<file path="src/tlx_regs.svh">
// Offsets, field positions, reset values and counts for the trigger line crosspoint.
`ifndef TLX_REGS_SVH
`define TLX_REGS_SVH

`define TLX_PATTERN_BITS        56
`define TLX_HALF_BITS           28
`define TLX_PIN_COUNT           7
`define TLX_FIELD_BITS          4
`define TLX_FIELD_OE_BIT        0
`define TLX_FIELD_SEL_LSB       1
`define TLX_FIELD_SEL_MSB       3
`define TLX_SHIFT_DATA_BIT      0
`define TLX_LOAD_VALUE          8'h00
`define TLX_PATTERN_RESET       56'h00000000000000
`define TLX_LAST_BIT_INDEX      6'h37
`define TLX_FULL_COUNT          6'h38

`define TLX_OFF_PATTERN_LO      8'h00
`define TLX_OFF_PATTERN_HI      8'h04
`define TLX_OFF_CONTROL         8'h08
`define TLX_OFF_STATUS          8'h0c

`define TLX_CONTROL_START_BIT   0
`define TLX_STATUS_BUSY_BIT     0
`define TLX_STATUS_DONE_BIT     1
`define TLX_STATUS_COUNT_LSB    8
`define TLX_STATUS_COUNT_MSB    13
`define TLX_STATUS_LIVE_BIT     16
`define TLX_STATUS_CONFLICT_BIT 17
`define TLX_PATTERN_HI_BITS     24

`endif

</file>
<file path="src/tlx_pkg.sv">
// Types shared by both ends of the trigger line crosspoint.
package tlx_pkg;

    typedef logic [55:0] tlx_pattern_t;

    typedef enum logic
    {
        TLX_SEL_SHIFT = 1'b0,
        TLX_SEL_LOAD  = 1'b1
    } tlx_reg_sel_t;

    typedef enum logic [1:0]
    {
        TLX_ST_IDLE  = 2'b00,
        TLX_ST_SHIFT = 2'b01,
        TLX_ST_LOAD  = 2'b10
    } tlx_state_t;

endpackage

</file>
<file path="src/tlx_if.sv">
// Configuration link between the crosspoint controller and the crosspoint switch.
`timescale 1ns/1ps

interface tlx_if;
    logic                 wr_stb;
    tlx_pkg::tlx_reg_sel_t wr_sel;
    logic [7:0]           wr_data;
    logic [5:0]           bit_count;
    logic                 routing_live;
    logic                 board_conflict;

    modport device
    (
        input  wr_stb,
        input  wr_sel,
        input  wr_data,
        output bit_count,
        output routing_live,
        output board_conflict
    );

    modport host
    (
        output wr_stb,
        output wr_sel,
        output wr_data,
        input  bit_count,
        input  routing_live,
        input  board_conflict
    );
endinterface

</file>
<file path="src/tlx_pin_cell.sv">
// One crosspoint pin: decodes a 4-bit control field and drives the pin from its source.
`timescale 1ns/1ps
`include "tlx_regs.svh"

module tlx_pin_cell
(
    input  wire logic       pclk,
    input  wire logic       presetn,
    input  wire logic       clk_en,
    input  wire logic [3:0] field,
    input  wire logic [6:0] sources,
    output logic            pin_out,
    output logic            pin_oe
);

    wire logic [2:0] source_pin_select;
    wire logic       pin_drive_enable;
    wire logic [7:0] source_ext;
    wire logic       next_pin_out;

    assign source_pin_select = field[`TLX_FIELD_SEL_MSB:`TLX_FIELD_SEL_LSB];
    assign pin_drive_enable  = field[`TLX_FIELD_OE_BIT];
    // Code 7 names no pin, so it selects a constant low.
    assign source_ext        = {1'b0, sources};
    assign next_pin_out      = pin_drive_enable & source_ext[source_pin_select];

    always_ff @(posedge pclk or negedge presetn)
    begin
        if (!presetn)
        begin
            pin_out <= 1'b0;
            pin_oe  <= 1'b0;
        end
        else if (clk_en)
        begin
            pin_out <= next_pin_out;
            pin_oe  <= pin_drive_enable;
        end
    end

endmodule // tlx_pin_cell

</file>
<file path="src/tlx_switch.sv">
// Crosspoint switch end: serial pattern capture, strobe load and fourteen routed pins.
`timescale 1ns/1ps
`include "tlx_regs.svh"

// Operation
// - Seven board-side pins, seven trigger-line pins.
// - Any board pin routes to any line; lines drive only board pins 1, 2 and 6.
// - 56-bit pattern shifted serially, loaded by strobe.
// - Shift write keeps only data bit 0.
// - Low 28 bits: line pins; high 28: board pins.
// - Each half: seven 4-bit fields, one per pin.
// - Three-bit select names opposite-side source pin number.
// - Enable set drives pin; clear leaves it undriven.
// - Field bit 0 enables; bits 3..1 select source.
// - Host shifts bits 0 to 55, one write each.
// - Host shift writes are bytes, bit in bit 0.
// - Byte zero to load register applies new routing.
// - Host clears enable for inputs and unused pins.
// - Board pins 0..3: timer1, gate, none, update strobe.
// - Board pins 4,5 timers 3,2; pin 6 refresh both ways.
// - Line pins 0..6 map to trigger lines, bidirectional.
module tlx_switch
(
    input  wire logic       pclk,
    input  wire logic       presetn,
    input  wire logic       clk_en,
    tlx_if.device           cfg,
    input  wire logic       timer1_pulse_n,
    input  wire logic       internal_update_strobe_n,
    input  wire logic       timer3_pulse_n,
    input  wire logic       timer2_pulse_n,
    output logic            counter_gate_input,
    input  wire logic       external_refresh_line_n_in,
    output logic            external_refresh_line_n_out,
    output logic            external_refresh_line_n_oe,
    input  wire logic [6:0] shared_trigger_line_in,
    output logic      [6:0] shared_trigger_line_out,
    output logic      [6:0] shared_trigger_line_oe
);

    tlx_pkg::tlx_pattern_t shift_pattern;
    tlx_pkg::tlx_pattern_t active_pattern;
    logic [5:0]            bit_count;
    logic                  routing_live;
    logic                  board_conflict;

    wire logic                  shift_write;
    wire logic                  load_write;
    wire logic                  shift_bit;
    wire tlx_pkg::tlx_pattern_t next_shift_pattern;
    wire logic [5:0]            next_bit_count;

    wire logic [6:0]  board_level;
    wire logic [6:0]  line_level;
    wire logic [6:0]  board_out;
    wire logic [6:0]  board_oe;
    wire logic [6:0]  line_out;
    wire logic [6:0]  line_oe;
    wire logic [6:0]  board_fixed_mask;
    wire logic        next_board_conflict;

    // Configuration writes are decoded from the link strobe and register select.
    assign shift_write = cfg.wr_stb & (cfg.wr_sel == tlx_pkg::TLX_SEL_SHIFT);
    assign load_write  = cfg.wr_stb & (cfg.wr_sel == tlx_pkg::TLX_SEL_LOAD);

    // Only the lowest data bit is captured; the upper seven bits are ignored.
    assign shift_bit = cfg.wr_data[`TLX_SHIFT_DATA_BIT];

    // Bits enter at the top and move down, so the first bit written ends at bit 0
    // once the host has made all 56 writes in ascending order.
    assign next_shift_pattern = {shift_bit, shift_pattern[`TLX_PATTERN_BITS-1:1]};

    // The count saturates at a full pattern and restarts on each load.
    assign next_bit_count = (bit_count == `TLX_FULL_COUNT) ? bit_count : bit_count + 6'h01;

    // Every register here moves only at an edge with the clock enable high.
    always_ff @(posedge pclk or negedge presetn)
    begin
        if (!presetn)
        begin
            shift_pattern <= `TLX_PATTERN_RESET;
        end
        else if (clk_en && shift_write)
        begin
            shift_pattern <= next_shift_pattern;
        end
    end

    // The load register takes the whole shifted pattern whatever byte is written;
    // the host always writes zero there.
    always_ff @(posedge pclk or negedge presetn)
    begin
        if (!presetn)
        begin
            active_pattern <= `TLX_PATTERN_RESET;
        end
        else if (clk_en && load_write)
        begin
            active_pattern <= shift_pattern;
        end
    end

    // The count lets the controller see that a whole pattern went in before the load.
    always_ff @(posedge pclk or negedge presetn)
    begin
        if (!presetn)
        begin
            bit_count <= 6'h00;
        end
        else if (clk_en && load_write)
        begin
            bit_count <= 6'h00;
        end
        else if (clk_en && shift_write)
        begin
            bit_count <= next_bit_count;
        end
    end

    // Live stays set until reset; later loads only change the routing.
    always_ff @(posedge pclk or negedge presetn)
    begin
        if (!presetn)
        begin
            routing_live <= 1'b0;
        end
        else if (clk_en && load_write)
        begin
            routing_live <= 1'b1;
        end
    end

    // Levels seen on the board-side pins. Pins 1 and 2 have no board driver, so
    // their level is whatever the switch itself drives there.
    assign board_level[0] = timer1_pulse_n;
    assign board_level[1] = board_out[1];
    assign board_level[2] = board_out[2];
    assign board_level[3] = internal_update_strobe_n;
    assign board_level[4] = timer3_pulse_n;
    assign board_level[5] = timer2_pulse_n;
    assign board_level[6] = external_refresh_line_n_in;

    // Trigger line pins receive from the shared lines.
    assign line_level = shared_trigger_line_in;

    // Line-side fields sit in the low half, board-side fields in the high half.
    // All pin outputs are registered, so no combinational loop can form through
    // two pins that select each other.
    genvar pin;
    generate
        for (pin = 0; pin < `TLX_PIN_COUNT; pin = pin + 1)
        begin : g_pin
            tlx_pin_cell u_line_pin
            (
                .pclk    (pclk),
                .presetn (presetn),
                .clk_en  (clk_en),
                .field   (active_pattern[pin*`TLX_FIELD_BITS +: `TLX_FIELD_BITS]),
                .sources (board_level),
                .pin_out (line_out[pin]),
                .pin_oe  (line_oe[pin])
            );

            tlx_pin_cell u_board_pin
            (
                .pclk    (pclk),
                .presetn (presetn),
                .clk_en  (clk_en),
                .field   (active_pattern[`TLX_HALF_BITS + pin*`TLX_FIELD_BITS +: `TLX_FIELD_BITS]),
                .sources (line_level),
                .pin_out (board_out[pin]),
                .pin_oe  (board_oe[pin])
            );
        end
    endgenerate

    // Board pins 0, 3, 4 and 5 are driven by board logic and cannot take a drive
    // from the switch; enabling one of them is reported instead of applied.
    assign board_fixed_mask    = 7'h39;
    assign next_board_conflict = |(board_oe & board_fixed_mask);

    always_ff @(posedge pclk or negedge presetn)
    begin
        if (!presetn)
        begin
            board_conflict <= 1'b0;
        end
        else if (clk_en)
        begin
            board_conflict <= next_board_conflict;
        end
    end

    // Board pin 2 has no signal behind it, so a drive routed there reaches only line pins that select it.
    assign counter_gate_input          = board_out[1];
    assign external_refresh_line_n_out = board_out[6];
    assign external_refresh_line_n_oe  = board_oe[6];
    assign shared_trigger_line_out     = line_out;
    assign shared_trigger_line_oe      = line_oe;

    // Count and flags go back to the controller for its status register.
    assign cfg.bit_count      = bit_count;
    assign cfg.routing_live   = routing_live;
    assign cfg.board_conflict = board_conflict;

endmodule // tlx_switch

</file>
<file path="src/flat_wrapper.sv">
// flat-port wrapper written by rule: the top's interface ports become plain ports
module tlx_switch_flat 
  (pclk, presetn, clk_en, timer1_pulse_n, internal_update_strobe_n, timer3_pulse_n, timer2_pulse_n, counter_gate_input, external_refresh_line_n_in, external_refresh_line_n_out, external_refresh_line_n_oe, shared_trigger_line_in, shared_trigger_line_out, shared_trigger_line_oe, cfg_wr_stb, cfg_wr_sel, cfg_wr_data, cfg_bit_count, cfg_routing_live, cfg_board_conflict);
  tlx_if cfg_i ();
  input  wire logic pclk;
  input  wire logic presetn;
  input  wire logic clk_en;
  input  wire logic timer1_pulse_n;
  input  wire logic internal_update_strobe_n;
  input  wire logic timer3_pulse_n;
  input  wire logic timer2_pulse_n;
  output logic counter_gate_input;
  input  wire logic external_refresh_line_n_in;
  output logic external_refresh_line_n_out;
  output logic external_refresh_line_n_oe;
  input  wire logic [6:0] shared_trigger_line_in;
  output logic      [6:0] shared_trigger_line_out;
  output logic      [6:0] shared_trigger_line_oe;
  input wire logic [$bits(cfg_i.wr_stb)-1:0] cfg_wr_stb;
  input wire logic [$bits(cfg_i.wr_sel)-1:0] cfg_wr_sel;
  input wire logic [$bits(cfg_i.wr_data)-1:0] cfg_wr_data;
  output wire logic [$bits(cfg_i.bit_count)-1:0] cfg_bit_count;
  output wire logic [$bits(cfg_i.routing_live)-1:0] cfg_routing_live;
  output wire logic [$bits(cfg_i.board_conflict)-1:0] cfg_board_conflict;
  assign cfg_i.wr_stb = cfg_wr_stb;
  assign cfg_i.wr_sel = cfg_wr_sel;
  assign cfg_i.wr_data = cfg_wr_data;
  assign cfg_bit_count = cfg_i.bit_count;
  assign cfg_routing_live = cfg_i.routing_live;
  assign cfg_board_conflict = cfg_i.board_conflict;
  tlx_switch u_core (.pclk(pclk), .presetn(presetn), .clk_en(clk_en), .cfg(cfg_i), .timer1_pulse_n(timer1_pulse_n), .internal_update_strobe_n(internal_update_strobe_n), .timer3_pulse_n(timer3_pulse_n), .timer2_pulse_n(timer2_pulse_n), .counter_gate_input(counter_gate_input), .external_refresh_line_n_in(external_refresh_line_n_in), .external_refresh_line_n_out(external_refresh_line_n_out), .external_refresh_line_n_oe(external_refresh_line_n_oe), .shared_trigger_line_in(shared_trigger_line_in), .shared_trigger_line_out(shared_trigger_line_out), .shared_trigger_line_oe(shared_trigger_line_oe));
endmodule
</file>
<file path="config.mk">
export PLATFORM = sky130hd
export DESIGN_NAME = tlx_switch_flat
export DESIGN_NICKNAME = d
export VERILOG_FILES = /design/src/tlx_pkg.sv /design/src/tlx_if.sv /design/src/tlx_pin_cell.sv /design/src/tlx_switch.sv /design/src/flat_wrapper.sv
export VERILOG_INCLUDE_DIRS = /design/src
export SDC_FILE = /design/constraint.sdc
export NUM_CORES = 1
export LEC_CHECK = 0
export BUFFER_PORTS_ARGS = -buffer_cell sky130_fd_sc_hd__buf_2
export CAP_MARGIN = 20
export CORE_ASPECT_RATIO = 0.7
export CORE_MARGIN = 3
export CORE_UTILIZATION = 59
export DETAILED_ROUTE_END_ITERATION = 16
export PLACE_DENSITY_LB_ADDON = 0.3
export SLEW_MARGIN = 25
export SYNTH_ARGS = -nofsm -noshare
export SYNTH_HDL_FRONTEND = slang
export SYNTH_SLANG_ARGS = --single-unit
</file>
<file path="constraint.sdc">
create_clock -name pclk -period 1.6 [get_ports pclk]
set_clock_uncertainty 0.1 [all_clocks]
set_input_delay 0.24 -clock pclk [delete_from_list [all_inputs] [get_ports pclk]]
set_output_delay 0.24 -clock pclk [all_outputs]
set_load 0.005 [all_outputs]
</file>
[Word-level counts from Yosys, hierarchy flattened]
Cells that the tools add are included.
Operators by class
  equal/unequal tests: 2
  reduce and logical (&&, ||, !) cells: 5
  mux-type cells: 23
  $add $sub $neg: 1
  magnitude comparators: 10
  bitwise gates (word level): 13
Operators by type and width (count)
  $lt A3 B4 Y1 const B: 10
  $bmux W1 S3: 10
  $mux W6: 3
  $and A1 B1 Y1: 12
  $mux W1: 10
  $add A6 B1 Y6 const B: 1
  $eq A6 B6 Y1 const B: 1
  $reduce_or A4 Y1: 1
  $logic_and A1 B1 Y1: 2
  $ne A2 B2 Y1 const B: 1
  $reduce_and A2 Y1: 1
  $reduce_bool A2 Y1: 1
  $not A1 Y1: 1
Storage, ports and cells
  register bits after elaboration: 142
  output and inout port bits: 25
  logic and storage cells: 81
  input bits: 25

[Depth between registers and ports, before layout]
  depth in word-level cells: 5
  mapped depth: 8
  depth with buffers taken out: 6

[Cells and area by module]
A second synthesis with hierarchy kept.
Second synthesis, totals
  cell total of the unflattened synthesis: 450
  area total of the unflattened synthesis: 6623.9 µm²
Modules (own cells, without submodules)
  tlx_switch: cells an instance 282, area each 4714.5 µm², seq. area each 3002.9 µm², instances 1
  tlx_pin_cell: cells an instance 12, area each 136.4 µm², seq. area each 50.0 µm², instances 14

[Worst setup path before layout]
No wires, ideal clock.
  kind: input port to flip-flop
  start point: input clk_en
  end point: register u_core.shift_pattern[30]
  data arrival time: 1.312 ns
  buffers on the path: 4
  required time: 1.375 ns
  cell stages on the path: 7
  library setup time: 0.125 ns
  path slack: 0.063 ns
  path through: buf_4 -> and2_1 -> buf_6 -> nand2b_4 -> buf_6 -> buf_6 -> mux2_4
On the way
  cells in the longest elaborated chain, start to end: 1
Ends and longest elaborated chain
  start: declaration: RTL line flat_wrapper.sv:7  | input wire logic clk_en;
  $logic_and A1 B1 Y1: RTL line tlx_switch.sv:83  | else if (clk_en && shift_write)
  end signal: assignment: RTL line tlx_switch.sv:81  | shift_pattern <= `TLX_PATTERN_RESET;
  end signal: assignment: RTL line tlx_switch.sv:85  | shift_pattern <= next_shift_pattern;
  end: declaration: RTL line tlx_switch.sv:41  | tlx_pkg::tlx_pattern_t shift_pattern;
No other way between the ends.
A chain may end at the register's enable or synchronous reset.

[Worst setup path in the final report]
  start point: register u_core.g_pin[1].u_board_pin.pin_out
  end point: register u_core.g_pin[2].u_line_pin.pin_out
On the way
  cells in the longest elaborated chain, start to end: 3
Ends and longest elaborated chain
  start: declaration: RTL line tlx_pin_cell.sv:12  | output logic pin_out,
  start signal: assignment: RTL line tlx_pin_cell.sv:36  | pin_out <= next_pin_out;
  $bmux W1 S3: RTL line tlx_pin_cell.sv:25  | assign next_pin_out = pin_drive_enable & source_ext[source_pin_select];
  $mux W1 (not written as such): RTL line tlx_pin_cell.sv:25
  $and A1 B1 Y1: RTL line tlx_pin_cell.sv:25
  end signal: assignment: RTL line tlx_pin_cell.sv:36
  end: declaration: RTL line tlx_pin_cell.sv:12
No other way between the ends. The select of a mux whose other input is x is not followed.

==> flow_results.org <==
** Status
- Outcome :: finished, final reports clean

** STA
- Setup violations remaining at the end of the flow were counted as 0.
- Setup total negative slack on the finished layout was measured at 0 ps.
- The tightest hold path in the finished design has a slack of between 100 and 150 ps.
- The final hold violation count was 0.
- Normalized max-slew margin :: between 70% and 80%
- Based on the critical path, the design can be clocked at up to 651 MHz.
- Time the worst path needs with I/O delays and setup :: between 1500 and 2000 ps
- Dividing the final minimum period by the clock period gives a little over nine tenths.
- At the pin with the least slew margin, the transition time is approximately 440 ps.
- The max-slew violation total from the final report was 0.
- Setup repair after global routing left no endpoint under its margin.

** Detailed routing
- Routed via count :: 3392
- First-pass iteration count of the detailed router :: 4
- In the routed design, unresolved DRC markers number 0.
- Number of antenna-violating nets in the routed design :: 0
- Using the TritonRoute via totals, the vias-per-cell ratio works out to 5.87.
- Routed len/inst :: 19.7 um
- The final layout contains routed wiring with a total length of between 10000 and 15000 um.
- Initial DRC Count :: 199

** Clock tree
- Buffers inserted during clock tree synthesis total 17.
- Max clock buf depth :: 2
- Clock tree synthesis selected as its root buffer the cell clkbuf_16.
- Clock slew at the register clock pins of the worst setup and hold paths :: 60 ps
- Clock H-tree levels :: 4
- Clock Sink Count :: 130
- TritonCTS built the clock tree.
- The later pin in the worst-skew pair is clocked with a latency of around 420 ps.

** Critical path
- Crit Path Max Fanout :: 8
- By startpoint and endpoint, the worst setup path is classified as register to register.
- Required time reported for the critical path endpoint :: 1790 ps
- Endpoint kind of the worst setup timing path :: register
- Arrival time of data at the critical path endpoint :: 1730 ps
- STA classifies the critical path startpoint as a register.

** Synth
- After synthesis, the largest family of logic cells by area is multiplexers.
- After Yosys synthesis, and, or, nand and nor cells account for under 10% of the synthesized area.
- Share of the synthesized netlist area taken by xor and xnor gates :: 0.306%
- FFs w/ async S/R, synth :: between 90% and 100%
- Yosys mapped the design onto 34 distinct sky130hd cell types.
- Summing the areas of all compound-gate instances in the mapped netlist gives a little over 5% of the synthesized area.
- Counting flops with a built-in enable in the synthesized netlist gives 0.
- Of the total synthesized cell area, the portion taken by full adders, half adders and majority gates is less than 1%.
- Summing every instance area after synthesis gives about 5700 sq um.
- Sequential cells were found to cover roughly 57% of the synthesized design area.
- The most used flip-flop cell after synthesis is dfrtp_1.
- FF+latch count, synth :: 130
- Portion of netlist area occupied by mux cells :: 29.4%
- Yosys Warn Count :: 0
- After technology mapping, the gate count stands at slightly below 400.
- A synthesized cell averages between 10 and 15 sq um.
- Syn Nets :: approximately 410

** Cells and area
- Ant. Diodes :: 0
- The post-route netlist has between 40% and 50% of its cells at a drive strength greater than 1.
- The layout has around 570 filler cells.
- Relative to the synthesized area, the layout overhead comes to 19.1%.
- Finished Core Util :: approximately three quarters
- Net count of the finished layout :: 469

** Floorplan
- Die width :: 124 um
- Once the floorplan was initialized, standard cells occupied between 60% and 70% of the core.
- The core region is 9250 sq um.
- The die covers approximately 11000 sq um.
- I/O pins :: 50
- The die is roughly 88 um tall.
- Number of rows created at floorplan :: 29

** Flow run
- Max-cap violations in this run came to 0.

** Placement
- Port Buf Inserts :: 42
- Detailed placement HPWL :: 7030 um
- Final weighted congestion in routability-driven placement :: approximately 0.76

** Pwr
- Power density cells :: 1260 nW/um^2
- Maximum VDD drop :: ~0.00094 V
- Leakage :: between 3 and 4 nW

** Min path
- Type of the tightest min-delay check :: primary input to register

** Global routing
- The number of antenna violations at the first check in global routing was 0.
- Pin count of the biggest net entering global routing :: 44
- The first global-routing pass estimated between 15000 and 20000 um of wire.
- Total GRT Usage :: ~23%
- Grt total ovfl :: 0
- Number of global-route vias before repair :: roughly 3600
state kept, by name, indices dropped and copies added (netlist names):
name,cells
u_core.active_pattern,44
u_core.cfg.bit_count,6
u_core.cfg.board_conflict,1
u_core.cfg.routing_live,1
u_core.g_pin.u_board_pin.pin_oe,5
u_core.g_pin.u_board_pin.pin_out,3
u_core.g_pin.u_line_pin.pin_oe,7
u_core.g_pin.u_line_pin.pin_out,7
u_core.shift_pattern,56
path summary, 6_finish.rpt:
check | cells after the start | slack (ps) | to | start
setup / recovery | 3 | 60 | u_core.g_pin[2].u_line_pin.pin_out | u_core.g_pin[1].u_board_pin.pin_out
hold / removal | 4 | 120 | u_core.cfg.bit_count[2] | cfg_wr_stb
setup reg to reg | 3 | 60 | u_core.g_pin[2].u_line_pin.pin_out | u_core.g_pin[1].u_board_pin.pin_out
hold reg to reg | 1 | 360 | u_core.cfg.routing_live | u_core.cfg.routing_live
max in group asynchronous | 3 | 660 | u_core.g_pin[1].u_line_pin.pin_out | presetn
min in group asynchronous | 2 | 190 | u_core.shift_pattern[30] | presetn
per-layer routing:
metal  track usage [%]  vias to the layer above  routed length [um]
met5                 0                        -                   0
met4              9.75                        0                 211
met3              6.90                       23                 454
met2              35.9                       72                5510
met1              30.5                     1782                5190
li1                  -                     1515                   -
power by group:
group	internal, mW	leakage (nW)	switching (mW)	total (mW)
Sequential	3.49	1.78	0.155	3.64
Combinational	0.400	1.31	0.295	0.695
Clock	2.80	0.312	1.45	4.25
Total	6.69	3.40	1.90	8.59
worst max-delay path: stages, from the launching register on:
cell	delay [ps]
dfrtp_2	470
mux4_2	500
o2111ai_1	220
o21ai_0	120
final cells by class:
type,instances,area [sq um],area share [%]
multi-input cells,213,2200,32.3
well taps,124,155,2.27
clock inverters,13,210,3.08
clock buffers,18,439,6.44
repair buffers,68,513,7.52
inverters,12,45.0,0.660
flip-flops and latches,130,3250,47.7
logic make-up (layout without fill, tap and decap cells):
logic type,Yosys count,after routing
AOI/OAI and AO/OA,41,41
xor gates and xnor gates,2,2
buffers and inverters,43,111
muxes,133,133
adders and majority gates,2,2
and+or+nand+nor,35,35
DFF,130,130
cell usage after synthesis (2+ instances only):
cell | count | share of area, %
o22ai_1 | 2 | 0.22
dfrtp_1 | 130 | 57
mux2_2 | 78 | 15
mux2_1 | 6 | 1.2
o21ai_0 | 12 | 1.0
inv_1 | 12 | 0.79
a21oi_1 | 4 | 0.35
mux4_2 | 8 | 3.1
buf_2 | 3 | 0.26
buf_4 | 19 | 2.5
o311ai_0 | 2 | 0.31
nand3b_1 | 2 | 0.26
nand2_1 | 16 | 1.0
o221ai_1 | 10 | 1.5
nor2_1 | 6 | 0.39
o2111ai_1 | 8 | 1.2
mux2_4 | 29 | 7.6
nand4_1 | 2 | 0.22
xor2_1 | 2 | 0.31
nand2b_1 | 2 | 0.22
buf_6 | 5 | 0.98
mux2i_1 | 12 | 2.1
clkbuf_1 | 4 | 0.26
ha_1 | 2 | 0.44
cells in the final DEF, fill, tap and decap left out, drive strengths merged, types with 6 or more instances in the layout:
cell type,synthesis,final
buf,27,66
clkbuf,4,18
clkinv,0,6
dfrtp,130,130
inv,12,12
mux2,113,113
mux2i,12,12
mux4,8,8
nand2,17,17
nor2,6,6
o2111ai,8,8
o21ai,12,12
o221ai,10,10
through the flow:
stage / total power [mW] / cells / worst slack (ps) / instance area (sq um)
after floorplan: 4.08 / 386 / 62.9 / 5720
after global placement: 4.35 / 542 / 55.5 / 6120
after detailed placement: 4.38 / 542 / 62.4 / 6120
after CTS: 8.63 / 575 / 28.1 / 6790
after global routing: 8.90 / 578 / 10.8 / 6820
final: 8.59 / 578 / 62.8 / 6820
timing repair:
| item | 4_1_cts | 5_1_grt |
|---|---|---|
| buffers inserted | 0 | 3 |
| pin swaps | 0 | 1 |
| hold endpoints to repair | 74 | 0 |
| resized for setup | 1 | 2 |
| setup endpoints to repair | 1 | 3 |
| hold buffers | 2 | 0 |
Note: power is estimated with default switching activity, not from simulation.
